## src/hw/ddh_pkg.sv

```systemverilog
package ddh_pkg;

  // Register byte offsets; every printed offset is word aligned.
  localparam logic [7:0] DDH_CH1_RIGHT12_HOLD_OFS = 8'h14;
  localparam logic [7:0] DDH_CH1_LEFT12_HOLD_OFS = 8'h18;
  localparam logic [7:0] DDH_CH1_MSB8_HOLD_OFS = 8'h1c;
  localparam logic [7:0] DDH_DUAL_RIGHT12_HOLD_OFS = 8'h20;
  localparam logic [7:0] DDH_DUAL_LEFT12_HOLD_OFS = 8'h24;

  // Field positions (least significant bit of each field).
  localparam int DDH_RIGHT12_LSB = 0;
  localparam int DDH_LEFT12_LSB = 4;
  localparam int DDH_MSB8_LSB = 0;
  localparam int DDH_DUAL_HI_RIGHT12_LSB = 16;
  localparam int DDH_DUAL_HI_LEFT12_LSB = 20;
  localparam int DDH_DUAL_LO_RIGHT12_LSB = 0;
  localparam int DDH_DUAL_LO_LEFT12_LSB = 4;

  // Widths and reset values.
  localparam int DDH_VALUE_W = 12;
  localparam int DDH_BYTE_W = 8;
  localparam logic [11:0] DDH_HOLD_RESET = 12'h000;
  localparam logic [31:0] DDH_WORD_RESET = 32'h0000_0000;

  // AXI4-Lite response codes and the full-word strobe.
  localparam logic [1:0] DDH_RESP_OKAY = 2'b00;
  localparam logic [1:0] DDH_RESP_SLVERR = 2'b10;
  localparam logic [3:0] DDH_STRB_FULL = 4'hf;

endpackage

```

## src/hw/ddh_holding_regs.sv

```systemverilog
// Our own choice: the AXI4-Lite register port.
`timescale 1ns/1ns
// Functional notes
// - Register 0x14 holds second channel value right aligned in bits 11:0.
// - Register 0x18 holds second channel value left aligned in bits 15:4.
// - Register 0x1C bits 7:0 give the second channel's eight top bits.
// - Register 0x20 loads second channel from 27:16, first from 11:0.
// - Register 0x24 loads second channel from 31:20, first from 15:4.
// - Every holding register resets to all zeros.
// - Each channel keeps a read-only converting value loaded from its holding value.
module ddh_holding_regs #(
  parameter int ADDR_W = 8
) (
  input wire logic clk_i,                     // Bus clock, 250 MHz.
  input wire logic rst_i,                     // Synchronous reset, active high.
  input wire logic [ADDR_W-1:0] s_axi_awaddr, // Write address.
  input wire logic s_axi_awvalid,             // Write address valid.
  output logic s_axi_awready,                 // Write address ready.
  input wire logic [31:0] s_axi_wdata,        // Write data.
  input wire logic [3:0] s_axi_wstrb,         // Write byte strobes.
  input wire logic s_axi_wvalid,              // Write data valid.
  output logic s_axi_wready,                  // Write data ready.
  output logic [1:0] s_axi_bresp,             // Write response.
  output logic s_axi_bvalid,                  // Write response valid.
  input wire logic s_axi_bready,              // Write response ready.
  input wire logic [ADDR_W-1:0] s_axi_araddr, // Read address.
  input wire logic s_axi_arvalid,             // Read address valid.
  output logic s_axi_arready,                 // Read address ready.
  output logic [31:0] s_axi_rdata,            // Read data.
  output logic [1:0] s_axi_rresp,             // Read response.
  output logic s_axi_rvalid,                  // Read data valid.
  input wire logic s_axi_rready,              // Read data ready.
  output logic [ddh_pkg::DDH_VALUE_W-1:0] first_channel_converting_value_o,  // First channel value in conversion.
  output logic [ddh_pkg::DDH_VALUE_W-1:0] second_channel_converting_value_o  // Second channel value in conversion.
);
  import ddh_pkg::*;

  // The decode compares eight address bits, so a narrower bus cannot reach the map.
  if (ADDR_W < 8) begin : g_addr_check
    $error("ADDR_W must be at least 8");
  end

  typedef logic [DDH_VALUE_W-1:0] ddh_value_type;

  // Places a channel value in a register word for a read, reserved bits zero.
  function automatic logic [31:0] ddh_read_word(input logic [7:0] ofs, input ddh_value_type ch0,
                                                input ddh_value_type ch1);
    logic [31:0] w;
    w = DDH_WORD_RESET;
    case (ofs)
      DDH_CH1_RIGHT12_HOLD_OFS: w[DDH_RIGHT12_LSB +: DDH_VALUE_W] = ch1;
      DDH_CH1_LEFT12_HOLD_OFS: w[DDH_LEFT12_LSB +: DDH_VALUE_W] = ch1;
      DDH_CH1_MSB8_HOLD_OFS: w[DDH_MSB8_LSB +: DDH_BYTE_W] = ch1[DDH_VALUE_W-1 -: DDH_BYTE_W];
      DDH_DUAL_RIGHT12_HOLD_OFS: begin
        w[DDH_DUAL_HI_RIGHT12_LSB +: DDH_VALUE_W] = ch1;
        w[DDH_DUAL_LO_RIGHT12_LSB +: DDH_VALUE_W] = ch0;
      end
      DDH_DUAL_LEFT12_HOLD_OFS: begin
        w[DDH_DUAL_HI_LEFT12_LSB +: DDH_VALUE_W] = ch1;
        w[DDH_DUAL_LO_LEFT12_LSB +: DDH_VALUE_W] = ch0;
      end
      default: w = DDH_WORD_RESET;
    endcase
    return w;
  endfunction

  // True for any of the five mapped offsets.
  function automatic logic ddh_mapped(input logic [7:0] ofs);
    return (ofs == DDH_CH1_RIGHT12_HOLD_OFS) || (ofs == DDH_CH1_LEFT12_HOLD_OFS) ||
           (ofs == DDH_CH1_MSB8_HOLD_OFS) || (ofs == DDH_DUAL_RIGHT12_HOLD_OFS) ||
           (ofs == DDH_DUAL_LEFT12_HOLD_OFS);
  endfunction

  ddh_value_type first_channel_hold_value_q;
  ddh_value_type second_channel_hold_value_q;
  logic aw_full_q;
  logic w_full_q;
  logic [7:0] wr_ofs_q;
  logic [31:0] wr_data_q;
  logic [3:0] wr_strb_q;
  logic bvalid_q;
  logic [1:0] bresp_q;
  logic rvalid_q;
  logic [31:0] rdata_q;
  logic [1:0] rresp_q;
  logic wr_ch0_q;
  logic wr_ch1_q;

  // Address and data are latched separately so they may arrive in either order.
  wire aw_take = s_axi_awvalid & s_axi_awready;
  wire w_take = s_axi_wvalid & s_axi_wready;
  wire do_write = aw_full_q & w_full_q & ~bvalid_q;
  wire wr_word_ok = ddh_mapped(wr_ofs_q) & (wr_strb_q == DDH_STRB_FULL);
  wire wr_commit = do_write & wr_word_ok;
  wire ar_take = s_axi_arvalid & s_axi_arready;
  wire [7:0] rd_ofs = s_axi_araddr[7:0];

  assign s_axi_awready = ~aw_full_q & ~bvalid_q;
  assign s_axi_wready = ~w_full_q & ~bvalid_q;
  assign s_axi_arready = ~rvalid_q;

  // Which channel a committed write touches, and the value each format carries.
  wire wr_dual = (wr_ofs_q == DDH_DUAL_RIGHT12_HOLD_OFS) | (wr_ofs_q == DDH_DUAL_LEFT12_HOLD_OFS);
  wire wr_ch0 = wr_commit & wr_dual;
  wire wr_ch1 = wr_commit;
  wire ddh_value_type ch1_right = wr_data_q[DDH_RIGHT12_LSB +: DDH_VALUE_W];
  wire ddh_value_type ch1_left = wr_data_q[DDH_LEFT12_LSB +: DDH_VALUE_W];
  wire ddh_value_type ch1_msb8 = {wr_data_q[DDH_MSB8_LSB +: DDH_BYTE_W], 4'h0};
  wire ddh_value_type ch1_dual_r = wr_data_q[DDH_DUAL_HI_RIGHT12_LSB +: DDH_VALUE_W];
  wire ddh_value_type ch1_dual_l = wr_data_q[DDH_DUAL_HI_LEFT12_LSB +: DDH_VALUE_W];
  wire ddh_value_type ch0_dual_r = wr_data_q[DDH_DUAL_LO_RIGHT12_LSB +: DDH_VALUE_W];
  wire ddh_value_type ch0_dual_l = wr_data_q[DDH_DUAL_LO_LEFT12_LSB +: DDH_VALUE_W];

  // Every format of one channel lands in the same holding value.
  wire ddh_value_type ch1_new =
    (wr_ofs_q == DDH_CH1_RIGHT12_HOLD_OFS) ? ch1_right :
    (wr_ofs_q == DDH_CH1_LEFT12_HOLD_OFS) ? ch1_left :
    (wr_ofs_q == DDH_CH1_MSB8_HOLD_OFS) ? ch1_msb8 :
    (wr_ofs_q == DDH_DUAL_RIGHT12_HOLD_OFS) ? ch1_dual_r : ch1_dual_l;
  wire ddh_value_type ch0_new = (wr_ofs_q == DDH_DUAL_RIGHT12_HOLD_OFS) ? ch0_dual_r : ch0_dual_l;

  // Holding values; a partial-strobe write is dropped because it could not form a whole value.
  always_ff @(posedge clk_i) begin
    if (rst_i) begin
      first_channel_hold_value_q <= DDH_HOLD_RESET;
      second_channel_hold_value_q <= DDH_HOLD_RESET;
    end else begin
      if (wr_ch0) begin
        first_channel_hold_value_q <= ch0_new;
      end
      if (wr_ch1) begin
        second_channel_hold_value_q <= ch1_new;
      end
    end
  end

  // Write address and data capture.
  always_ff @(posedge clk_i) begin
    if (rst_i) begin
      aw_full_q <= 1'b0;
      w_full_q <= 1'b0;
      wr_ofs_q <= 8'h00;
      wr_data_q <= DDH_WORD_RESET;
      wr_strb_q <= 4'h0;
    end else begin
      if (aw_take) begin
        aw_full_q <= 1'b1;
        wr_ofs_q <= s_axi_awaddr[7:0];
      end else if (do_write) begin
        aw_full_q <= 1'b0;
      end
      if (w_take) begin
        w_full_q <= 1'b1;
        wr_data_q <= s_axi_wdata;
        wr_strb_q <= s_axi_wstrb;
      end else if (do_write) begin
        w_full_q <= 1'b0;
      end
    end
  end

  // Write response; unmapped or partial writes answer with a slave error.
  always_ff @(posedge clk_i) begin
    if (rst_i) begin
      bvalid_q <= 1'b0;
      bresp_q <= DDH_RESP_OKAY;
    end else if (do_write) begin
      bvalid_q <= 1'b1;
      bresp_q <= wr_word_ok ? DDH_RESP_OKAY : DDH_RESP_SLVERR;
    end else if (s_axi_bready) begin
      bvalid_q <= 1'b0;
    end
  end

  // Read channel; the word is formed from live holding values when the address is taken.
  always_ff @(posedge clk_i) begin
    if (rst_i) begin
      rvalid_q <= 1'b0;
      rdata_q <= DDH_WORD_RESET;
      rresp_q <= DDH_RESP_OKAY;
    end else if (ar_take) begin
      rvalid_q <= 1'b1;
      rdata_q <= ddh_read_word(rd_ofs, first_channel_hold_value_q, second_channel_hold_value_q);
      rresp_q <= ddh_mapped(rd_ofs) ? DDH_RESP_OKAY : DDH_RESP_SLVERR;
    end else if (s_axi_rready) begin
      rvalid_q <= 1'b0;
    end
  end

  assign s_axi_bvalid = bvalid_q;
  assign s_axi_bresp = bresp_q;
  assign s_axi_rvalid = rvalid_q;
  assign s_axi_rdata = rdata_q;
  assign s_axi_rresp = rresp_q;

  // Converting values follow the holding values one clock after each update.
  ddh_convert_latch #(
    .VALUE_W(DDH_VALUE_W)
  ) u_conv_first (
    .clk_i(clk_i),
    .rst_i(rst_i),
    .load_i(wr_ch0_q),
    .hold_i(first_channel_hold_value_q),
    .conv_o(first_channel_converting_value_o)
  );

  ddh_convert_latch #(
    .VALUE_W(DDH_VALUE_W)
  ) u_conv_second (
    .clk_i(clk_i),
    .rst_i(rst_i),
    .load_i(wr_ch1_q),
    .hold_i(second_channel_hold_value_q),
    .conv_o(second_channel_converting_value_o)
  );

  // Delayed strobes so the latch sees the holding value after it has settled.
  always_ff @(posedge clk_i) begin
    if (rst_i) begin
      wr_ch0_q <= 1'b0;
      wr_ch1_q <= 1'b0;
    end else begin
      wr_ch0_q <= wr_ch0;
      wr_ch1_q <= wr_ch1;
    end
  end
endmodule

```

## src/hw/ddh_convert_latch.sv

```systemverilog
`timescale 1ns/1ns
module ddh_convert_latch #(
  parameter int VALUE_W = 12
) (
  input wire logic clk_i,                 // Bus clock.
  input wire logic rst_i,                 // Synchronous reset, active high.
  input wire logic load_i,                // Pulse: holding value was just updated.
  input wire logic [VALUE_W-1:0] hold_i,  // Current holding value.
  output logic [VALUE_W-1:0] conv_o       // Value being converted, read only.
);
  import ddh_pkg::*;

  // A zero-width value would leave the converter with nothing to hold.
  if (VALUE_W < 1) begin : g_width_check
    $error("VALUE_W must be at least 1");
  end

  logic [VALUE_W-1:0] conv_q;

  // With no trigger logic in this block, the holding value moves to the converter one clock after each update.
  always_ff @(posedge clk_i) begin
    if (rst_i) begin
      conv_q <= '0;
    end else if (load_i) begin
      conv_q <= hold_i;
    end
  end

  assign conv_o = conv_q;
endmodule

```

## config.mk

```make
export PLATFORM = sky130hd
export DESIGN_NAME = ddh_holding_regs
export DESIGN_NICKNAME = d
export VERILOG_FILES = /design/src/hw/ddh_pkg.sv /design/src/hw/ddh_holding_regs.sv /design/src/hw/ddh_convert_latch.sv
export SDC_FILE = /design/constraint.sdc
export NUM_CORES = 1
export LEC_CHECK = 0
export ABC_AREA = 1
export BUFFER_PORTS_ARGS = -buffer_cell sky130_fd_sc_hd__buf_2
export CORE_UTILIZATION = 55
export CTS_BUF_LIST = sky130_fd_sc_hd__clkbuf_8
export DETAILED_ROUTE_END_ITERATION = 6
export GPL_ROUTABILITY_DRIVEN = 0
export GPL_TIMING_DRIVEN = 0
export PLACE_DENSITY = 0.8
export SYNTH_ARGS = -nofsm -noshare
export SYNTH_HDL_FRONTEND = slang
export SYNTH_HIERARCHICAL = 1
export SYNTH_SLANG_ARGS = --single-unit
export TNS_END_PERCENT = 30
```

## constraint.sdc

```tcl
create_clock -name clk_i -period 1.7 [get_ports clk_i]
set_input_delay 0.17 -clock clk_i [delete_from_list [all_inputs] [get_ports clk_i]]
set_output_delay 0.17 -clock clk_i [all_outputs]
set_load 0.02 [all_outputs]
```

After elaboration in Yosys (flattened, before gate mapping)
Index checks and enable logic that the tools add are counted.
{"block": "classes", "eq_ne": 11, "mux": 21, "bitwise": 15, "reduce_logical": 12}
{"op": "$mux 12", "n": 5}
{"op": "$eq 8x5->1 const B", "n": 6}
{"op": "$eq 8x6->1 const B", "n": 4}
{"op": "$pmux 4 s5", "n": 1}
{"op": "$pmux 4 s4", "n": 1}
{"op": "$pmux 8 s2", "n": 1}
{"op": "$pmux 4 s3", "n": 1}
{"op": "$and 1x1->1", "n": 10}
{"op": "$logic_or 1x1->1", "n": 8}
{"op": "$mux 4", "n": 2}
{"op": "$pmux 4 s2", "n": 1}
{"op": "$reduce_bool 2->1", "n": 4}
{"op": "$mux 1", "n": 7}
{"op": "$eq 4x4->1 const B", "n": 1}
{"op": "$mux 2", "n": 2}
{"op": "$not 1->1", "n": 4}
{"op": "$or 1x1->1", "n": 1}
{"block": "word_totals", "ff_bits": 134, "out_inout_bits": 65, "elab_cells": 75}

Depth between registers and ports, before layout
{"block": "logic_depth", "depth_word": 8, "ltp_mapped": 12, "depth_no_buf": 10}

By module
Netlist, hierarchy kept.
{"module": "ddh_holding_regs", "n_inst": 1, "cells_each": 803, "area_per_inst_um2": 5357.6, "seq_area_each_um2": 2162.1}
{"module": "ddh_convert_latch", "n_inst": 2, "cells_each": 76, "area_per_inst_um2": 496.7, "seq_area_each_um2": 240.2}

Worst setup path after synthesis
OpenSTA, ideal clock, no wires.
{"block": "synth_path", "path_kind": "register -> register", "from": "register bvalid_q, in the netlist s_axi_bvalid", "to": "register wr_data_q[16]", "setup_time_ns": 0.064, "arrival_ns": 1.478, "t_required_ns": 1.636, "setup_slack_ns": 0.158, "stages_incl_launch_ff": 7, "path_buffers": 1, "synth_period_minus_slack_ns": 1.542, "path_cell_list": "dfxtp_1 nor2_1 nand2_1 inv_2 buf_2 nor2_1 nor2_1"}
{"block": "synth_via", "elab_chain_len": 3}
{"element": "from (decl)", "line_no": "ddh_holding_regs.sv:81", "text": "logic bvalid_q;"}
{"element": "from (signal assigned)", "line_no": "ddh_holding_regs.sv:165", "text": "bvalid_q <= 1'b0;"}
{"element": "from (signal assigned)", "line_no": "ddh_holding_regs.sv:168", "text": "bvalid_q <= 1'b1;"}
{"element": "from (signal assigned)", "line_no": "ddh_holding_regs.sv:171", "text": "bvalid_q <= 1'b0;"}
{"element": "$not 1->1", "line_no": "ddh_holding_regs.sv:99", "text": "assign s_axi_wready = ~w_full_q & ~bvalid_q;"}
{"element": "$and 1x1->1", "line_no": "ddh_holding_regs.sv:99"}
{"element": "net s_axi_wready", "line_no": "ddh_holding_regs.sv:22", "text": "output logic s_axi_wready,"}
{"element": "$and 1x1->1", "line_no": "ddh_holding_regs.sv:91", "text": "wire w_take = s_axi_wvalid & s_axi_wready;"}
{"element": "to (signal assigned)", "line_no": "ddh_holding_regs.sv:154", "text": "wr_data_q <= s_axi_wdata;"}
{"element": "to (decl)", "line_no": "ddh_holding_regs.sv:79", "text": "logic [31:0] wr_data_q;"}
The timed path passes the listed nets, and every way through them passes these cells.
A chain may end at the register's enable or synchronous reset.

Worst setup path in the final report
{"block": "layout_path", "from": "register wr_ofs_q[4]", "to": "register wr_ch0_q"}
{"block": "layout_via", "elab_chain_len": 8, "word_cells_on_any_way": 13, "cone_classes": "eq/ne (5); bitwise (4); reduce/logical (4)"}
{"element": "from (decl)", "line_no": "ddh_holding_regs.sv:78", "text": "logic [7:0] wr_ofs_q;"}
{"element": "from (signal assigned)", "line_no": "ddh_holding_regs.sv:148", "text": "wr_ofs_q <= s_axi_awaddr[7:0];"}
{"element": "$eq 8x5->1", "line_no": "ddh_holding_regs.sv:69", "text": "return (ofs == DDH_CH1_RIGHT12_HOLD_OFS) || (ofs == DDH_CH1_LEFT12_HOLD_OFS) ||"}
{"element": "$logic_or 1x1->1 (2 in a row)", "line_no": "ddh_holding_regs.sv:69"}
{"element": "$logic_or 1x1->1 (2 in a row)", "line_no": "ddh_holding_regs.sv:70", "text": "(ofs == DDH_CH1_MSB8_HOLD_OFS) || (ofs == DDH_DUAL_RIGHT12_HOLD_OFS) ||"}
{"element": "$and 1x1->1", "line_no": "ddh_holding_regs.sv:93", "text": "wire wr_word_ok = ddh_mapped(wr_ofs_q) & (wr_strb_q == DDH_STRB_FULL);"}
{"element": "$and 1x1->1", "line_no": "ddh_holding_regs.sv:94", "text": "wire wr_commit = do_write & wr_word_ok;"}
{"element": "$and 1x1->1 *", "line_no": "ddh_holding_regs.sv:104", "text": "wire wr_ch0 = wr_commit & wr_dual;"}
{"element": "to (signal assigned)", "line_no": "ddh_holding_regs.sv:223", "text": "wr_ch0_q <= wr_ch0;"}
{"element": "to (decl)", "line_no": "ddh_holding_regs.sv:86", "text": "logic wr_ch0_q;"}
Mark *: on every way between the ends. The rest lies on a longest branch, timed or not.

==> impl_metrics.env <==
export IMPL_antenna_found_initial=0
export IMPL_hold_violations=3
export IMPL_root_buffer="clkbuf_8"
export IMPL_fmax_mhz=622
export IMPL_fill_cells=978
export IMPL_area_growth_pct=23.6
export IMPL_dp_hpwl_um=12600
export IMPL_grt_overflow_total=0
export IMPL_async_reset_ff_share_pct=0
export IMPL_worstHoldPathType="input port to register"
export IMPL_p_leak_nw=3.74
export IMPL_netlist_top_cell_by_area="dfxtp_1"
export IMPL_max_stage_delay_ps=330
export IMPL_synth_edff_count=0
export IMPL_avgSynthCellArea_um2=6.65
export IMPL_violations="hold timing"
export IMPL_fin_hold_ws_ps=-7.62
export IMPL_nets=1183
export IMPL_clock_latency_ps=460
export IMPL_relSlewSlack_pct=63.9
export IMPL_crit_arrival_ps=1950
export IMPL_endpoint_kind="register"
export IMPL_die_w_um=109
export IMPL_dieArea_um2=12000
export IMPL_critPathSlowestCell="dfxtp_1"
export IMPL_clk_pin_slew_worst_paths_ps=80
export IMPL_powerDensity_nw_per_um2=900
export IMPL_setup_ws_ps=92.3
export IMPL_drtAntennaViolNets=0
export IMPL_period_share_pct=94.6
export IMPL_die_h_um=109
export IMPL_grt_pass1_vias=5951
export IMPL_grt_pass1_wl_um=28600
export IMPL_crit_type="register to register"
export IMPL_ios=124
export IMPL_synth_top_area_share_pct=41.6
export IMPL_vias=6691
export IMPL_ir_worst_vdd_mv=0.831
export IMPL_netlist_instances=955
export IMPL_viasPerCell=5.24
export IMPL_synth_cell_types=29
export IMPL_first_pass_iters=6
export IMPL_setup_viol=0
export IMPL_avgRoutedWirePerCell_um=14.1
export IMPL_ys_seq_area_share_pct=41.6
export IMPL_grtUsageTotal_pct=31.4
export IMPL_finalCriticalPeriod_ps=1610
export IMPL_antennaDiodeCount=0
export IMPL_netlist_top_cells_area="dfxtp_1 (42%), nand2_1 (14%), nor2_1 (9.5%)"
export IMPL_rows=38
export IMPL_place_ws_ps=89.4
export IMPL_ys_seq_elements=132
export IMPL_synthesis_area_um2=6350
export IMPL_clkSinkCount=132
export IMPL_outcome="finished with violations"
export IMPL_synthTopCellsByCount="nand2_1 (244), nor2_1 (161), dfxtp_1 (132)"
export IMPL_cp_max_fo=10
export IMPL_path_cells="inv_2, nand2_2, nor2_8, nand2_1, nand3_4, nand2_4, clkbuf_4, nor3_1"
export IMPL_finalMaxSlewViolations=0
export IMPL_tightest_slew_ps=541
export IMPL_htree_levels=4
export IMPL_initial_core_util_pct=57.6
export IMPL_cts_made_buffers=17
export IMPL_totalWireLength_um=18000
export IMPL_clock_skew_ps=10.2
export IMPL_drv_cap=0
export IMPL_grt_max_degree=17
export IMPL_clockBufferDepth=2
export IMPL_layout_drive_gt1_share_pct=20.9
export IMPL_core_um2=11000
export IMPL_critPathRequiredTime_ps=2040
export IMPL_ys_warn_count=6
export IMPL_cts_tree="done"
export IMPL_route_detailed_drc=0
export IMPL_p_total_mw=7.06
export IMPL_synth_ff_type="dfxtp_1"
export IMPL_drt_iter0_markers=573
export IMPL_yosysMostFrequentCell="nand2_1"
export IMPL_cp_start_kind="register"
export IMPL_port_buffers=121
## sequential cells by signal (all words and copies together) (netlist names), 4 cells and up
register and count:
u_conv_first/conv_o 12, second_channel_hold_value_q 12, wr_data_q 32, wr_ofs_q 8, s_axi_rdata 32, u_conv_second/conv_o 12, first_channel_hold_value_q 12, wr_strb_q 4
## metrics by stage
stage	TNS, ps	cell area (µm²)	utilization [%]	std cells
after global placement	0	7140	64.7	1217
final	0	7850	71.2	1276
after global routing	-17.8	7850	71.2	1276
after CTS	0	7810	70.8	1273
after detailed placement	0	7140	64.7	1217
after floorplan	0	6350	-	956
## critical path: cells and delay by family, from the launching register on
family | cells | cell delay, ps
buf+inv | 2 | 260
flops | 1 | 330
simple gates | 6 | 890
## cell families after synthesis
group,count (synthesis),share of synthesized area [%]
AOI/OAI and AO/OA,146,12.2
buffers and inverters,144,10.3
DFF,132,41.6
other,1,0.0590
and+or+nand+nor,532,35.8
## metal layers
metal | track usage [%] | part of all wire [%] | vias up
met5 | 0 | 0 | -
met4 | 14.5 | 3.8 | 0
met3 | 6.82 | 8.3 | 67
met2 | 52.3 | 46 | 305
met1 | 38.7 | 42 | 2960
li1 | - | - | 3359
## power by group
group | internal (mW) | leakage [nW] | switching, mW | total, mW
registers | 3.21 | 1.08 | 0.100 | 3.31
clock network | 1.57 | 0.208 | 1.29 | 2.86
logic | 0.329 | 2.46 | 0.564 | 0.892
total | 5.10 | 3.74 | 1.96 | 7.06
## worst paths after layout
path	slack [ps]	startpoint	cells after the start	endpoint
max	90	wr_ofs_q[4]	8	wr_ch0_q
min	-8	s_axi_awaddr[6]	3	wr_ofs_q[6]
max reg2reg	90	wr_ofs_q[4]	8	wr_ch0_q
min reg2reg	460	s_axi_rdata[3]	2	s_axi_rdata[3]
## timing repair
action,4_1_cts,5_1_grt
setup buffers,0,3
resized for setup,0,6
hold endpoints to repair,25,0
setup endpoints to repair,0,30
hold buffers,25,0
## final cells by class
type | instances | area (µm²) | share of cell area [%]
Tap cell | 140 | 175 | 2.23
Timing Repair Buffer | 149 | 878 | 11.2
Multi-Input combinational cell | 680 | 3070 | 39.1
Buffer | 55 | 325 | 4.14
Sequential cell | 132 | 2640 | 33.7
Clock inverter | 11 | 149 | 1.90
Clock buffer | 20 | 275 | 3.51
Inverter | 89 | 334 | 4.26
## placed cells by master, fill, tap and decap left out, drive strengths merged
master       netlist  layout
bufinv             0       3
dfxtp            132     132
clkinvlp           0       3
nor3              12      12
nand2            263     263
o211ai             5       5
o21a               1       1
a31oi              1       1
buf               37     160
nand4              2       2
dlygate4sd3        0      25
o21ai             93      93
inv               88      91
clkinv             1       3
nand3             82      82
clkbuf            18      39
conb               1       2
nand3b             1       1
a21oi             38      38
o2111ai            8       8
nor2             172     172
(Power assumes the default switching activity.)
